[src/design/cable_phy_pkg.sv]
// constants shared by the cable data path
package cable_phy_pkg;
    // rates in MHz as printed
    localparam real CLK_MHZ          = 125.0;
    localparam real REF_MHZ          = 393.216;
    localparam real XTAL_MHZ         = 24.576;
    localparam real SYSCLK_MHZ       = 49.152;
    localparam int  REF_PER_SYSCLK   = int'(REF_MHZ / SYSCLK_MHZ);
    // one reference cycle per clk edge, so one system clock period spans REF_PER_SYSCLK clk edges; the divider's last count is one less
    localparam logic [2:0] SYS_DIV_LAST  = 3'(REF_PER_SYSCLK - 1);
    localparam logic [2:0] SYS_DIV_HIGH  = 3'h4;
    localparam logic [4:0] RX_QUIET_LAST = 5'h1f;
    localparam int  FIFO_DEPTH       = 4;
    localparam int  WORD_W           = 8;

    // speed grades
    localparam logic [1:0] SPD_S100 = 2'h0;
    localparam logic [1:0] SPD_S200 = 2'h1;
    localparam logic [1:0] SPD_S400 = 2'h2;

    typedef enum logic [3:0] {
        ST_IDLE = 4'h1,
        ST_TX   = 4'h2,
        ST_RX   = 4'h4,
        ST_DOWN = 4'h8
    } mode_type;

    // lines used per speed
    function automatic logic [3:0] lines_of(input logic [1:0] spd);
        case (spd)
            SPD_S100: lines_of = 4'h2;
            SPD_S200: lines_of = 4'h4;
            default:  lines_of = 4'h8;
        endcase
    endfunction : lines_of

    // extra clk edges each serial bit is held, one less than the clk edges per bit
    function automatic logic [1:0] bit_hold(input logic [1:0] spd);
        case (spd)
            SPD_S100: bit_hold = 2'h3;
            SPD_S200: bit_hold = 2'h1;
            default:  bit_hold = 2'h0;
        endcase
    endfunction : bit_hold

    function automatic logic [7:0] line_mask(input logic [1:0] spd);
        case (spd)
            SPD_S100: line_mask = 8'h03;
            SPD_S200: line_mask = 8'h0f;
            default:  line_mask = 8'hff;
        endcase
    endfunction : line_mask
endpackage : cable_phy_pkg

[src/design/cable_phy_datapath.sv]
// cable data path: link parallel interface, data-strobe serdes, line monitors
`timescale 1ns/10ps

module word_fifo #(
    parameter int WIDTH = 10,
    parameter int DEPTH = 4
) (
    input  wire logic             clk,
    input  wire logic             rst,
    input  wire logic [WIDTH-1:0] in_data,
    input  wire logic             in_valid,
    output logic                  in_ready,
    output logic [WIDTH-1:0]      out_data,
    output logic                  out_valid,
    input  wire logic             out_ready
);
    localparam int AW = $clog2(DEPTH);
    typedef struct packed {
        logic [DEPTH-1:0][WIDTH-1:0] mem;
        logic [AW-1:0]               rd;
        logic [AW-1:0]               wr;
        logic [AW:0]                 cnt;
    } fifo_type;
    fifo_type f_reg;
    fifo_type f_next;
    logic     push;
    logic     pop;

    assign in_ready  = (f_reg.cnt != (AW+1)'(DEPTH));
    assign out_valid = (f_reg.cnt != '0);
    assign out_data  = f_reg.mem[f_reg.rd];
    assign push      = in_valid && in_ready;
    assign pop       = out_valid && out_ready;

    always_comb begin
        f_next = f_reg;
        if (push) begin
            f_next.mem[f_reg.wr] = in_data;
            f_next.wr = (f_reg.wr == AW'(DEPTH-1)) ? '0 : f_reg.wr + 1'b1;
        end
        if (pop) begin
            f_next.rd = (f_reg.rd == AW'(DEPTH-1)) ? '0 : f_reg.rd + 1'b1;
        end
        f_next.cnt = f_reg.cnt + (AW+1)'(push) - (AW+1)'(pop);
    end

    always_ff @(posedge clk or posedge rst) begin
        if (rst) begin
            f_reg <= '0;
        end else begin
            f_reg <= f_next;
        end
    end
endmodule : word_fifo

module cable_phy_datapath
    import cable_phy_pkg::*;
(
    input  wire logic       clk,
    input  wire logic       rst,
    input  wire logic       power_down_pin,
    input  wire logic       iso_n,
    output logic            pll_run,
    output logic            sysclk_out,
    input  wire logic [7:0] tx_data,
    input  wire logic [1:0] tx_speed,
    input  wire logic       tx_valid,
    output logic            tx_ready,
    output logic [7:0]      rx_data,
    output logic            rx_valid,
    output logic            tpa_out,
    output logic            tpa_oe_n,
    input  wire logic       tpa_in,
    output logic            tpb_out,
    output logic            tpb_oe_n,
    input  wire logic       tpb_in,
    input  wire logic       arb_active,
    input  wire logic [1:0] tpa_line,
    input  wire logic [1:0] tpb_line,
    input  wire logic [1:0] tpa_cm_speed,
    input  wire logic       tpb_bias_in,
    output logic [3:0]      arb_status,
    output logic [1:0]      next_speed,
    output logic            connected
);
    typedef struct packed {
        mode_type   mode;
        logic [2:0] div;
        logic       sysclk;
        logic [1:0] hold;
        logic [7:0] tx_shift;
        logic [3:0] tx_left;
        logic [1:0] tx_spd;
        logic       ds_data;
        logic       ds_strobe;
        logic [1:0] sync1;
        logic [1:0] sync2;
        logic [1:0] prev;
        logic [4:0] quiet;
        logic [1:0] rx_spd;
        logic [7:0] rx_shift;
        logic [3:0] rx_cnt;
        logic [7:0] rx_word;
        logic       rx_word_ok;
        logic [7:0] rx_plain;
        logic       rx_plain_ok;
        logic [7:0] link_data;
        logic       link_valid;
        logic [3:0] arb;
        logic [1:0] speed;
        logic       bias;
    } state_type;

    state_type  s_reg;
    state_type  s_next;
    logic       tick;
    logic       fifo_in_valid;
    logic       fifo_out_valid;
    logic       fifo_out_ready;
    logic [9:0] fifo_out;
    logic       line_change;

    // word latch point, once per system clock period
    assign tick          = (s_reg.div == SYS_DIV_LAST) && (s_reg.mode != ST_DOWN);
    assign fifo_in_valid = tx_valid && tick && !power_down_pin;
    assign line_change   = (s_reg.sync2 != s_reg.prev);
    // next word only once the last bit has held its full period
    assign fifo_out_ready = (s_reg.mode == ST_IDLE || s_reg.mode == ST_TX) && (s_reg.tx_left == 4'h0)
                            && (s_reg.hold == 2'h0) && !power_down_pin;

    word_fifo #(
        .WIDTH (WORD_W + 2),
        .DEPTH (FIFO_DEPTH)
    ) tx_fifo (
        .clk       (clk),
        .rst       (rst),
        .in_data   ({tx_speed, tx_data}),
        .in_valid  (fifo_in_valid),
        .in_ready  (tx_ready),
        .out_data  (fifo_out),
        .out_valid (fifo_out_valid),
        .out_ready (fifo_out_ready)
    );

    always_comb begin
        s_next       = s_reg;
        s_next.sync1 = {tpa_in, tpb_in};
        s_next.sync2 = s_reg.sync1;
        s_next.prev  = s_reg.sync2;
        s_next.bias  = tpb_bias_in;
        if (arb_active) begin
            s_next.arb   = {tpa_line, tpb_line};
            s_next.speed = tpa_cm_speed;
        end
        // system clock divided from the bit reference
        s_next.div    = (s_reg.div == SYS_DIV_LAST) ? 3'h0 : s_reg.div + 3'h1;
        s_next.sysclk = (s_next.div >= SYS_DIV_HIGH);

        // hand the finished word to the link on the system clock; a word that completes now wins
        if (tick) begin
            s_next.rx_plain_ok = s_reg.rx_word_ok;
            if (s_reg.rx_word_ok) begin
                s_next.rx_plain = s_reg.rx_word;
            end
            s_next.rx_word_ok = 1'b0;
            // differentiated outputs only carry edges, so a barrier can couple them
            if (iso_n) begin
                s_next.link_data  = s_next.rx_plain;
                s_next.link_valid = s_next.rx_plain_ok;
            end else begin
                s_next.link_data  = s_next.rx_plain ^ s_reg.rx_plain;
                s_next.link_valid = s_next.rx_plain_ok ^ s_reg.rx_plain_ok;
            end
        end

        case (s_reg.mode)
            ST_IDLE: begin
                if (fifo_out_valid) begin
                    s_next.mode = ST_TX;
                end else if (line_change) begin
                    s_next.mode     = ST_RX;
                    s_next.rx_spd   = s_reg.speed;
                    s_next.rx_cnt   = 4'h0;
                    s_next.rx_shift = 8'h00;
                    s_next.quiet    = 5'h0;
                end
            end
            ST_TX: begin
                if (s_reg.hold != 2'h0) begin
                    s_next.hold = s_reg.hold - 2'h1;
                end else if (s_reg.tx_left != 4'h0) begin
                    // strobe toggles only when data repeats
                    s_next.ds_data   = s_reg.tx_shift[0];
                    s_next.ds_strobe = s_reg.ds_strobe ^ (s_reg.tx_shift[0] == s_reg.ds_data);
                    s_next.tx_shift  = {1'b0, s_reg.tx_shift[7:1]};
                    s_next.tx_left   = s_reg.tx_left - 4'h1;
                    // speed of the word in the shifter, the fifo head already shows the next one
                    s_next.hold      = bit_hold(s_reg.tx_spd);
                end else if (!fifo_out_valid) begin
                    s_next.mode = ST_IDLE;
                end
            end
            ST_RX: begin
                if (line_change) begin
                    // any edge on data or strobe marks one bit; data is its value
                    s_next.quiet = 5'h0;
                    s_next.rx_shift[s_reg.rx_cnt[2:0]] = s_reg.sync2[1];
                    if (s_reg.rx_cnt + 4'h1 == lines_of(s_reg.rx_spd)) begin
                        s_next.rx_word    = s_next.rx_shift & line_mask(s_reg.rx_spd);
                        s_next.rx_word_ok = 1'b1;
                        s_next.rx_cnt     = 4'h0;
                        s_next.rx_shift   = 8'h00;
                    end else begin
                        s_next.rx_cnt = s_reg.rx_cnt + 4'h1;
                    end
                end else if (s_reg.quiet == RX_QUIET_LAST) begin
                    s_next.mode = ST_IDLE;
                end else begin
                    s_next.quiet = s_reg.quiet + 5'h1;
                end
            end
            ST_DOWN: begin
                if (!power_down_pin) begin
                    s_next.mode = ST_IDLE;
                end
            end
            default: begin
                s_next.mode = ST_IDLE;
            end
        endcase

        // the fifo pop and the shifter load happen in the same cycle
        if (fifo_out_valid && fifo_out_ready) begin
            s_next.mode     = ST_TX;
            s_next.tx_shift = fifo_out[7:0] & line_mask(fifo_out[9:8]);
            s_next.tx_left  = lines_of(fifo_out[9:8]);
            s_next.tx_spd   = fifo_out[9:8];
            s_next.hold     = 2'h0;
        end

        // power-down enters ST_DOWN and freezes the rest of the state but clears the divider, system clock, bit count, hold and link outputs
        if (power_down_pin) begin
            s_next            = s_reg;
            s_next.mode       = ST_DOWN;
            s_next.div        = 3'h0;
            s_next.sysclk     = 1'b0;
            s_next.tx_left    = 4'h0;
            s_next.hold       = 2'h0;
            s_next.link_data  = 8'h00;
            s_next.link_valid = 1'b0;
        end
    end

    always_ff @(posedge clk or posedge rst) begin
        if (rst) begin
            s_reg      <= '0;
            s_reg.mode <= ST_IDLE;
        end else begin
            s_reg <= s_next;
        end
    end

    assign pll_run    = (s_reg.mode != ST_DOWN);
    assign sysclk_out = s_reg.sysclk;
    assign rx_data    = s_reg.link_data;
    assign rx_valid   = s_reg.link_valid;
    assign tpb_out    = s_reg.ds_data;
    assign tpa_out    = s_reg.ds_strobe;
    assign tpa_oe_n   = (s_reg.mode != ST_TX);
    assign tpb_oe_n   = (s_reg.mode != ST_TX);
    assign arb_status = s_reg.arb;
    assign next_speed = s_reg.speed;
    assign connected  = s_reg.bias;
endmodule : cable_phy_datapath

[config.mk]
export PLATFORM = sky130hd
export DESIGN_NAME = cable_phy_datapath
export DESIGN_NICKNAME = d
export VERILOG_FILES = /design/src/design/cable_phy_pkg.sv /design/src/design/cable_phy_datapath.sv
export SDC_FILE = /design/constraint.sdc
export NUM_CORES = 1
export LEC_CHECK = 0
export BUFFER_PORTS_ARGS = -buffer_cell sky130_fd_sc_hd__buf_2
export CAP_MARGIN = 20
export CORE_MARGIN = 10
export CORE_UTILIZATION = 45
export DETAILED_ROUTE_END_ITERATION = 16
export SYNTH_ARGS = -nofsm -noshare
export SYNTH_HDL_FRONTEND = slang
export SYNTH_SLANG_ARGS = --single-unit
[constraint.sdc]
create_clock -name clk -period 5.95 [get_ports clk]
set_input_delay 0.595 -clock clk [delete_from_list [all_inputs] [get_ports clk]]
set_output_delay 0.595 -clock clk [all_outputs]
set_load 0.03 [all_outputs]
### Word level (Yosys, flattened, before mapping)

Index checks and enable logic that the tools add are counted.

* bits in registers: 132
* input port bits: 25
* word-level logic and storage cells: 179

* add/subtract/negate cells: 9
* $lt $le $gt $ge: 6
* eq/ne operators: 28
* mux-type cells: 57
* bitwise operators: 8
* reduce and logical (&&, ||, !) cells: 39

Operator list (count)
* $mux 85: 1
* $mux 19: 3
* $mux 8: 7
* $mux 4: 11
* $bwmux 40: 1
* $pmux 8 s2: 2
* $mux 14: 2
* $mux 9: 3
* $pmux 12 s2: 1
* $mux 21: 1
* $bmux 10 s2: 1
* $demux 10 s2: 1
* $mux 10: 2
* $ne 4x3->1 const B: 5
* $and 8x8->8: 2
* $mux 16: 1
* $pmux 4 s2: 2
* $reduce_and 4->1: 4
* $mux 2: 7
* $mux 12: 1
* $pmux 4 s3: 1
* $logic_and 1x1->1: 10
* $mux 5: 2
* $pmux 5 s2: 1
* 50 further kinds: 75

### Depth between registers and ports, before layout

Gate-level depths: netlist (run 1).

* depth after elaboration: 13
* depth in mapped cells: 12
* gate-level depth less buffers: 11

### Cells and area by module

From an unflattened synthesis (run 1), not the netlist that was laid out.

* cell total of the unflattened synthesis: 533
* area, all modules: 6708.9 µm²

By module, submodules not included
* cable_phy_datapath: instances 1, cells each 398, area an instance 4369.2 µm²
* word_fifo: instances 1, cells each 135, area an instance 2339.7 µm²

### Worst setup path after synthesis (run 1)

OpenSTA, ideal clock, no wires.

* path type: in2reg
* from: input power_down_pin
* to: register tx_fifo.f_reg[2] in the netlist's numbering
* arrival time: 2604 ps
* data required time: 5827 ps
* slack: 3223 ps
* stages: 10
* path buffers: 2
* cells stage by stage: clkbuf_1 nand2b_1 or2_2 clkbuf_1 clkinv_1 ha_1 inv_1 ha_1 fa_1 xnor2_1

RTL lines
* from (decl): line cable_phy_datapath.sv:61 `input wire logic power_down_pin,`
* to (signal assigned): line cable_phy_datapath.sv:51 `f_reg <= f_next;`
* to (decl): line cable_phy_datapath.sv:24 `fifo_type f_reg;`

==> results.toml, run 1 <==
[setup_path]
cp.arrival_ps = 3280
cp.buffers_inverters = 3
start_kind = "register"
worstPathMaxFanout = 17
r2r_cells = 11
cp_top_family = "simple AND/OR/NAND/NOR gates"
ff2ff_setup_slack_ps = 2980
cp_slowest_cell = "or2_2"
slowest_delay_ps = 440
crit_chain = "inv_1 > ha_1 > nor3b_1 > nand4b_1 > or2_2 > clkinv_1 > ha_1 > inv_1 > ha_1 > fa_1 > xnor2_1"
r2r_start = "s_reg[63]$_DFFE_PP0P_"
endpoint_kind = "register"
cpMostUsedCell = "ha_1"
path_class = "register to register"
worstPathRequired_ps = 6250
r2r_end = "tx_fifo.f_reg[2]$_DFF_PP0_"

[synthesis]
synth-adder-area-share_pct = 2.830
yosysSeqAreaShare_pct = 50.80
async_reset_ff_share_pct = 100.0
syn_avg_cell_area_sq_um = 11.63
yosys_most_used_dff = "dfrtp_1"
synthCells = 555
synth_fp_nets = 594
yosys_warnings = 0
synth.area.mux_share_pct = 18.92
synth_top_family_by_area = "multiplexers"
ys_types = 58
synthesis.area_sq_um = 6455
synth_compound_area_share_pct = 8.122
synthSimpleGateAreaFrac_pct = 13.14
synth-xor-area-share_pct = 1.493
ys_seq_elements = 131
synth_edf_count = 0

[global_routing]
grt_max_degree = 80
gr-total-overflow = 0
antenna_found_initial = 0
grtUsageTotal_pct = 13.85
grt_pass1_wl_mm = 22.27
grt_pass1_vias = 4484

[route]
drc = 0
detail_route.wl_per_cell_microns = 16.93
via_count = 4205
postRouteAntennaNets = 0
drtIter0Drc = 239
viasPerCell = 5.447
drt_pre_antenna_iters = 4
finalWirelength_mm = 13.07

[placed_design]
place_ws_ps = 2696
place_congestion = 0.7983
portBuffers = 47
post-dp-hpwl_mm = 8.973
place_inst = 740

[clocking]
path_clk_slew_ps = 50
postCtsSetupRepairBufs = 0
htreeDepth = 4
clk_latency_ps = 420
clockBufferDepth = 2
cts_tree = "done"
postCtsHoldBufs = 0
cts.sinks = 131
numCtsBuffers = 17
clock-root-buffer = "clkbuf_16"
cts_resized = 0

[timing]
drv_slew = 0
worstMarginPinSlew_ps = 964.5
finalCriticalPeriod_ps = 2974
fin_crit_sh_pct = 49.99
rsz0062_at_grt = "false"
hold_viol = 0
fmax_mhz = 336.2
fin_skew_ps = 7.434
final.setup.worst_slack_ps = 2976
final-setup-viol-count = 0
relSlewSlack_pct = 35.70
setup_tns_ps = 0

[min_path]
min_path_type = "input port to asynchronous set/reset pin"

[pwr]
p_leak_nw = 3.494
power_density_nw_per_um2 = 339.1
irDropWorstVdd_uv = 185.5
p_total_mw = 2.476

[floorplanning]
row_count = 43
fp.dieW_microns = 139.8
io_pins = 48
fp.coreArea_sq_um = 13990
initial_core_util_pct = 46.14
die_h_microns = 139.8
dieArea_sq_um = 19530

[final_layout]
n_antenna_cell = 0
num-nets-final = 618
seq_area_sq_um = 3279
nFillCells = 1235
area_growth_pct = 13.14
finalNonFillerCells = 772
multiInputGateArea_sq_um = 2878
layout-drive-gt1-share_pct = 30.91
largest_register_ff_count = 66

[run]
max-cap-violations = 0

[run_status]
status = "finished, final reports clean"
cell type report:
cell class | count | area share, %
well taps | 180 | 3.084
flip-flops and latches | 131 | 44.90
repair buffers | 49 | 3.426
clock buffers | 24 | 6.870
inverters | 18 | 0.9594
clock inverters | 8 | 1.353
multi-input cells | 362 | 39.40
cells in the mapped netlist, drive strengths merged (2+ instances only):
cell type    n  area, sq um
nand3b       8        60.06
nor2        22        85.09
dfrtp      130         3253
ha          13        162.7
nand4b       2        17.52
a31oi        4        25.02
a22oi        8        60.06
a311oi       3        26.28
or3          4        25.02
nor4b        2        17.52
mux2i       14        140.1
xnor2        7        61.31
or4b         4        43.79
a211oi       4        35.03
xor2         4        35.03
clkbuf      22        83.83
buf         22        151.4
nor2b        9        56.30
a221o        3        30.03
nand2b      11        68.82
mux4        10        225.2
nor3b        5        37.54
inv         17        63.81
a21o         5        37.54
nor3         8        40.04
nand2       59        251.5
and3         5        31.28
or2          3        18.77
nor4         3        18.77
a21oi        6        30.03
nand4        3        18.77
a21boi       2        15.02
mux2        76        855.8
nand3        7        40.04
o21ai       38        190.2
cells in the final DEF (no fill, tap or decap), types with 9 or more instances in the layout:
cell type / instances
buf_2: 47
clkbuf_16: 17
dfrtp_1: 130
ha_1: 13
inv_1: 16
mux2_2: 76
mux2i_1: 14
mux4_2: 10
nand2_1: 55
nand2b_1: 11
nor2_1: 21
nor2b_1: 9
o21ai_0: 38
power by group:
group          leakage (nW)  internal, mW  switching, mW
clock network         0.292         0.670          0.377
registers              1.74         0.971          0.106
logic                  1.46         0.156          0.196
total                  3.49          1.80          0.679
worst register-to-register path: stages (launching register included):
cell,delay (ps)
dfrtp_1,400
inv_1,70
ha_1,190
nor3b_1,430
nand4b_1,170
or2_2,440
clkinv_1,220
ha_1,160
inv_1,40
ha_1,210
fa_1,400
xnor2_1,140
worst max path at each step:
stage	from	to	slack, ps	cells after the start
5_1_grt	s_reg[64]$_DFFE_PP0P_	tx_fifo.f_reg[2]$_DFF_PP0_	2760	11
4_1_cts	s_reg[81]$_DFFE_PP1P_	tx_fifo.f_reg[1]$_DFF_PP0_	2960	5
3_5_place_dp	power_down_pin	tx_fifo.f_reg[1]$_DFF_PP0_	2700	5
3_3_place_gp	power_down_pin	tx_fifo.f_reg[1]$_DFF_PP0_	2840	5
2_1_floorplan	rst	arb_status[0]$_DFFE_PP0P_	1860	1
6_report	s_reg[63]$_DFFE_PP0P_	tx_fifo.f_reg[2]$_DFF_PP0_	2980	11
metrics by stage:
stage / cell area, sq um / util, % / hold slack, ps
after floorplan: 6455 / - / 408.5
after global placement: 6703 / 47.92 / 420.2
after detailed placement: 6703 / 47.92 / 437.4
after CTS: 7303 / 52.21 / 390.3
after global routing: 7303 / 52.21 / 399.0
final: 7303 / 52.21 / 401.8
metal layers:
layer	global-route usage, %	vias to the layer above	share of wire (%)
met1	16.29	2121	44
met2	23.31	49	51
li1	-	2014	-
met5	0	-	0
met4	5.978	0	1.7
met3	3.607	21	3.3
logic make-up after synthesis:
group,count (synthesis)
DFF,131
xor gates and xnor gates,11
muxes,100
buffers and inverters,62
and+or+nand+nor,157
AOI/OAI and AO/OA,80
adders and majority gates,14
Power figures use the tool's default switching activity.
==> inputs of run 2 (changes only) <==
==> constraint.sdc (replaced) <==
create_clock -name clk -period 2.5 [get_ports clk]
set_input_delay 0.25 -clock clk [delete_from_list [all_inputs] [get_ports clk]]
set_output_delay 0.25 -clock clk [all_outputs]
set_load 0.03 [all_outputs]
==> run 2 against run 1 <==
Critical path depth down 5. Fmax up 26%. Via count up 3.2%. Final area up 3.9%. Clock skew up 1.2 ps. Total power rose to 2.5 times the previous value. Worst hold slack worse by 350 ps. Critical endpoint is now s_reg[51]$_DFFE_PP0P_.
==> results.toml, run 2 (synthesized netlist as in run 1, its figures left out) <==
[run_status]
status = "finished, final reports clean"

[route]
detail_route.wl_per_cell_microns = 16.78
viasPerCell = 5.440
finalWirelength_mm = 13.39
via_count = 4341
drt_pre_antenna_iters = 5
drtIter0Drc = 214
drc = 0
postRouteAntennaNets = 0

[setup_path]
endpoint_kind = "register"
start_kind = "register"
worstPathMaxFanout = 9
worstPathRequired_ps = 2850
cp.arrival_ps = 2700
ff2ff_setup_slack_ps = 140
path_class = "register to register"

[floorplanning]
io_pins = 48
die_h_microns = 139.8
fp.coreArea_sq_um = 13990
initial_core_util_pct = 46.14
fp.dieW_microns = 139.8
dieArea_sq_um = 19530
row_count = 43

[pwr]
p_total_mw = 6.213
irDropWorstVdd_uv = 500.0
power_density_nw_per_um2 = 818.8
p_leak_nw = 3.641

[placed_design]
place_inst = 766
post-dp-hpwl_mm = 9.239
place_congestion = 0.8213
portBuffers = 47

[clocking]
cts.sinks = 131
numCtsBuffers = 17
cts_tree = "done"
clock-root-buffer = "clkbuf_16"
clk_latency_ps = 420
clockBufferDepth = 2
path_clk_slew_ps = 60
htreeDepth = 4

[timing]
fin_skew_ps = 8.653
hold_viol = 0
fmax_mhz = 424.3
finalCriticalPeriod_ps = 2357
drv_slew = 0
final-setup-viol-count = 0
relSlewSlack_pct = 51.00
hold_ws_ps = 52.44
worstMarginPinSlew_ps = 733.4
fin_crit_sh_pct = 94.27
setup_tns_ps = 0

[global_routing]
grt_max_degree = 54
grt_pass1_vias = 4463
met2_usage_pct = 23.11
grtUsageTotal_pct = 14.07
gr-total-overflow = 0
grt_use_met3_pct = 3.471
grt.busiest_layer = "met2"
antenna_found_initial = 0
grt_pass1_wl_mm = 22.57
met1_usage_pct = 17.17

[final_layout]
largest_register_ff_count = 66
nFillCells = 1190
layout_common_cells = "130 x dfrtp_1, 76 x mux2_2, 55 x nand2_1, 47 x buf_2, 38 x o21ai_0"
finalNonFillerCells = 798
n_antenna_cell = 0
final_common_cell = "dfrtp_1"
layout-drive-gt1-share_pct = 34.63
area_growth_pct = 17.56
utilization_pct = 54.25
num-nets-final = 646

[min_path]
min_path_type = "input port to register"

[run]
max-cap-violations = 0
==> run 2: cell count changes in the layout (fill, tap and decap cells not counted), sizes merged <==
cell	change
buf	+27
bufinv	+3
clkbuf	-7
clkinv	-2
clkinvlp	+4
dlygate4sd3	+1
==> run 2: final cells by class <==
class                      count  area (sq um)  area share [%]
tap                          180         225.2           2.968
timing repair buffer          77         475.5           6.265
sequential                   131          3279           43.22
inverter                      18         72.57          0.9563
clock buffer                  17         425.4           5.606
multi-input combinational    362          2900           38.22
clock inverter                13         210.2           2.770
==> run 2: final timing paths <==
kind	startpoint	endpoint	depth (start not counted)
max reg2reg	s_reg[81]$_DFFE_PP1P_	s_reg[51]$_DFFE_PP0P_	6
min reg2reg	s_reg[78]$_DFF_PP0_	s_reg[78]$_DFF_PP0_	1
max	s_reg[81]$_DFFE_PP1P_	s_reg[51]$_DFFE_PP0P_	6
min in group asynchronous	rst	arb_status[3]$_DFFE_PP0P_	3
max in group asynchronous	rst	s_reg[24]$_DFFE_PP0P_	4
min	tpb_line[1]	arb_status[1]$_DFFE_PP0P_	2
==> run 2: metrics by stage <==
step / setup slack [ps] / area [sq um]
floorplan: 10.48 / 6479
finish: 143.3 / 7589
detailed placement: 13.23 / 6920
CTS: 29.34 / 7566
global route: -3.485 / 7589
global placement: 66.16 / 6920
==> run 2: metal layers <==
layer / vias to the layer above / wire length [microns]
li1: 2067 / -
met1: 2168 / 6048
met2: 90 / 6652
met3: 16 / 471
met4: 0 / 218
met5: - / 0
==> run 2: power breakdown <==
part | internal (mW) | switching, mW | total (mW)
combinational | 0.458 | 0.575 | 1.03
sequential | 2.31 | 0.174 | 2.48
clock | 1.76 | 0.939 | 2.70
==> run 2: timing repair <==
action                                  4_1_cts  5_1_grt
buffers inserted                              0        1
hold buffers                                  1        0
resized for setup                             0        3
endpoints found under the setup margin        0        2
endpoints found under the hold margin        27        0
==> run 2: worst max-delay path, stage by stage (launching register included) <==
cell and delay [ps]:
dfstp_2 520, buf_4 140, or4b_4 490, a2111oi_4 460, nor2_2 150, or3_1 360, a21boi_1 150
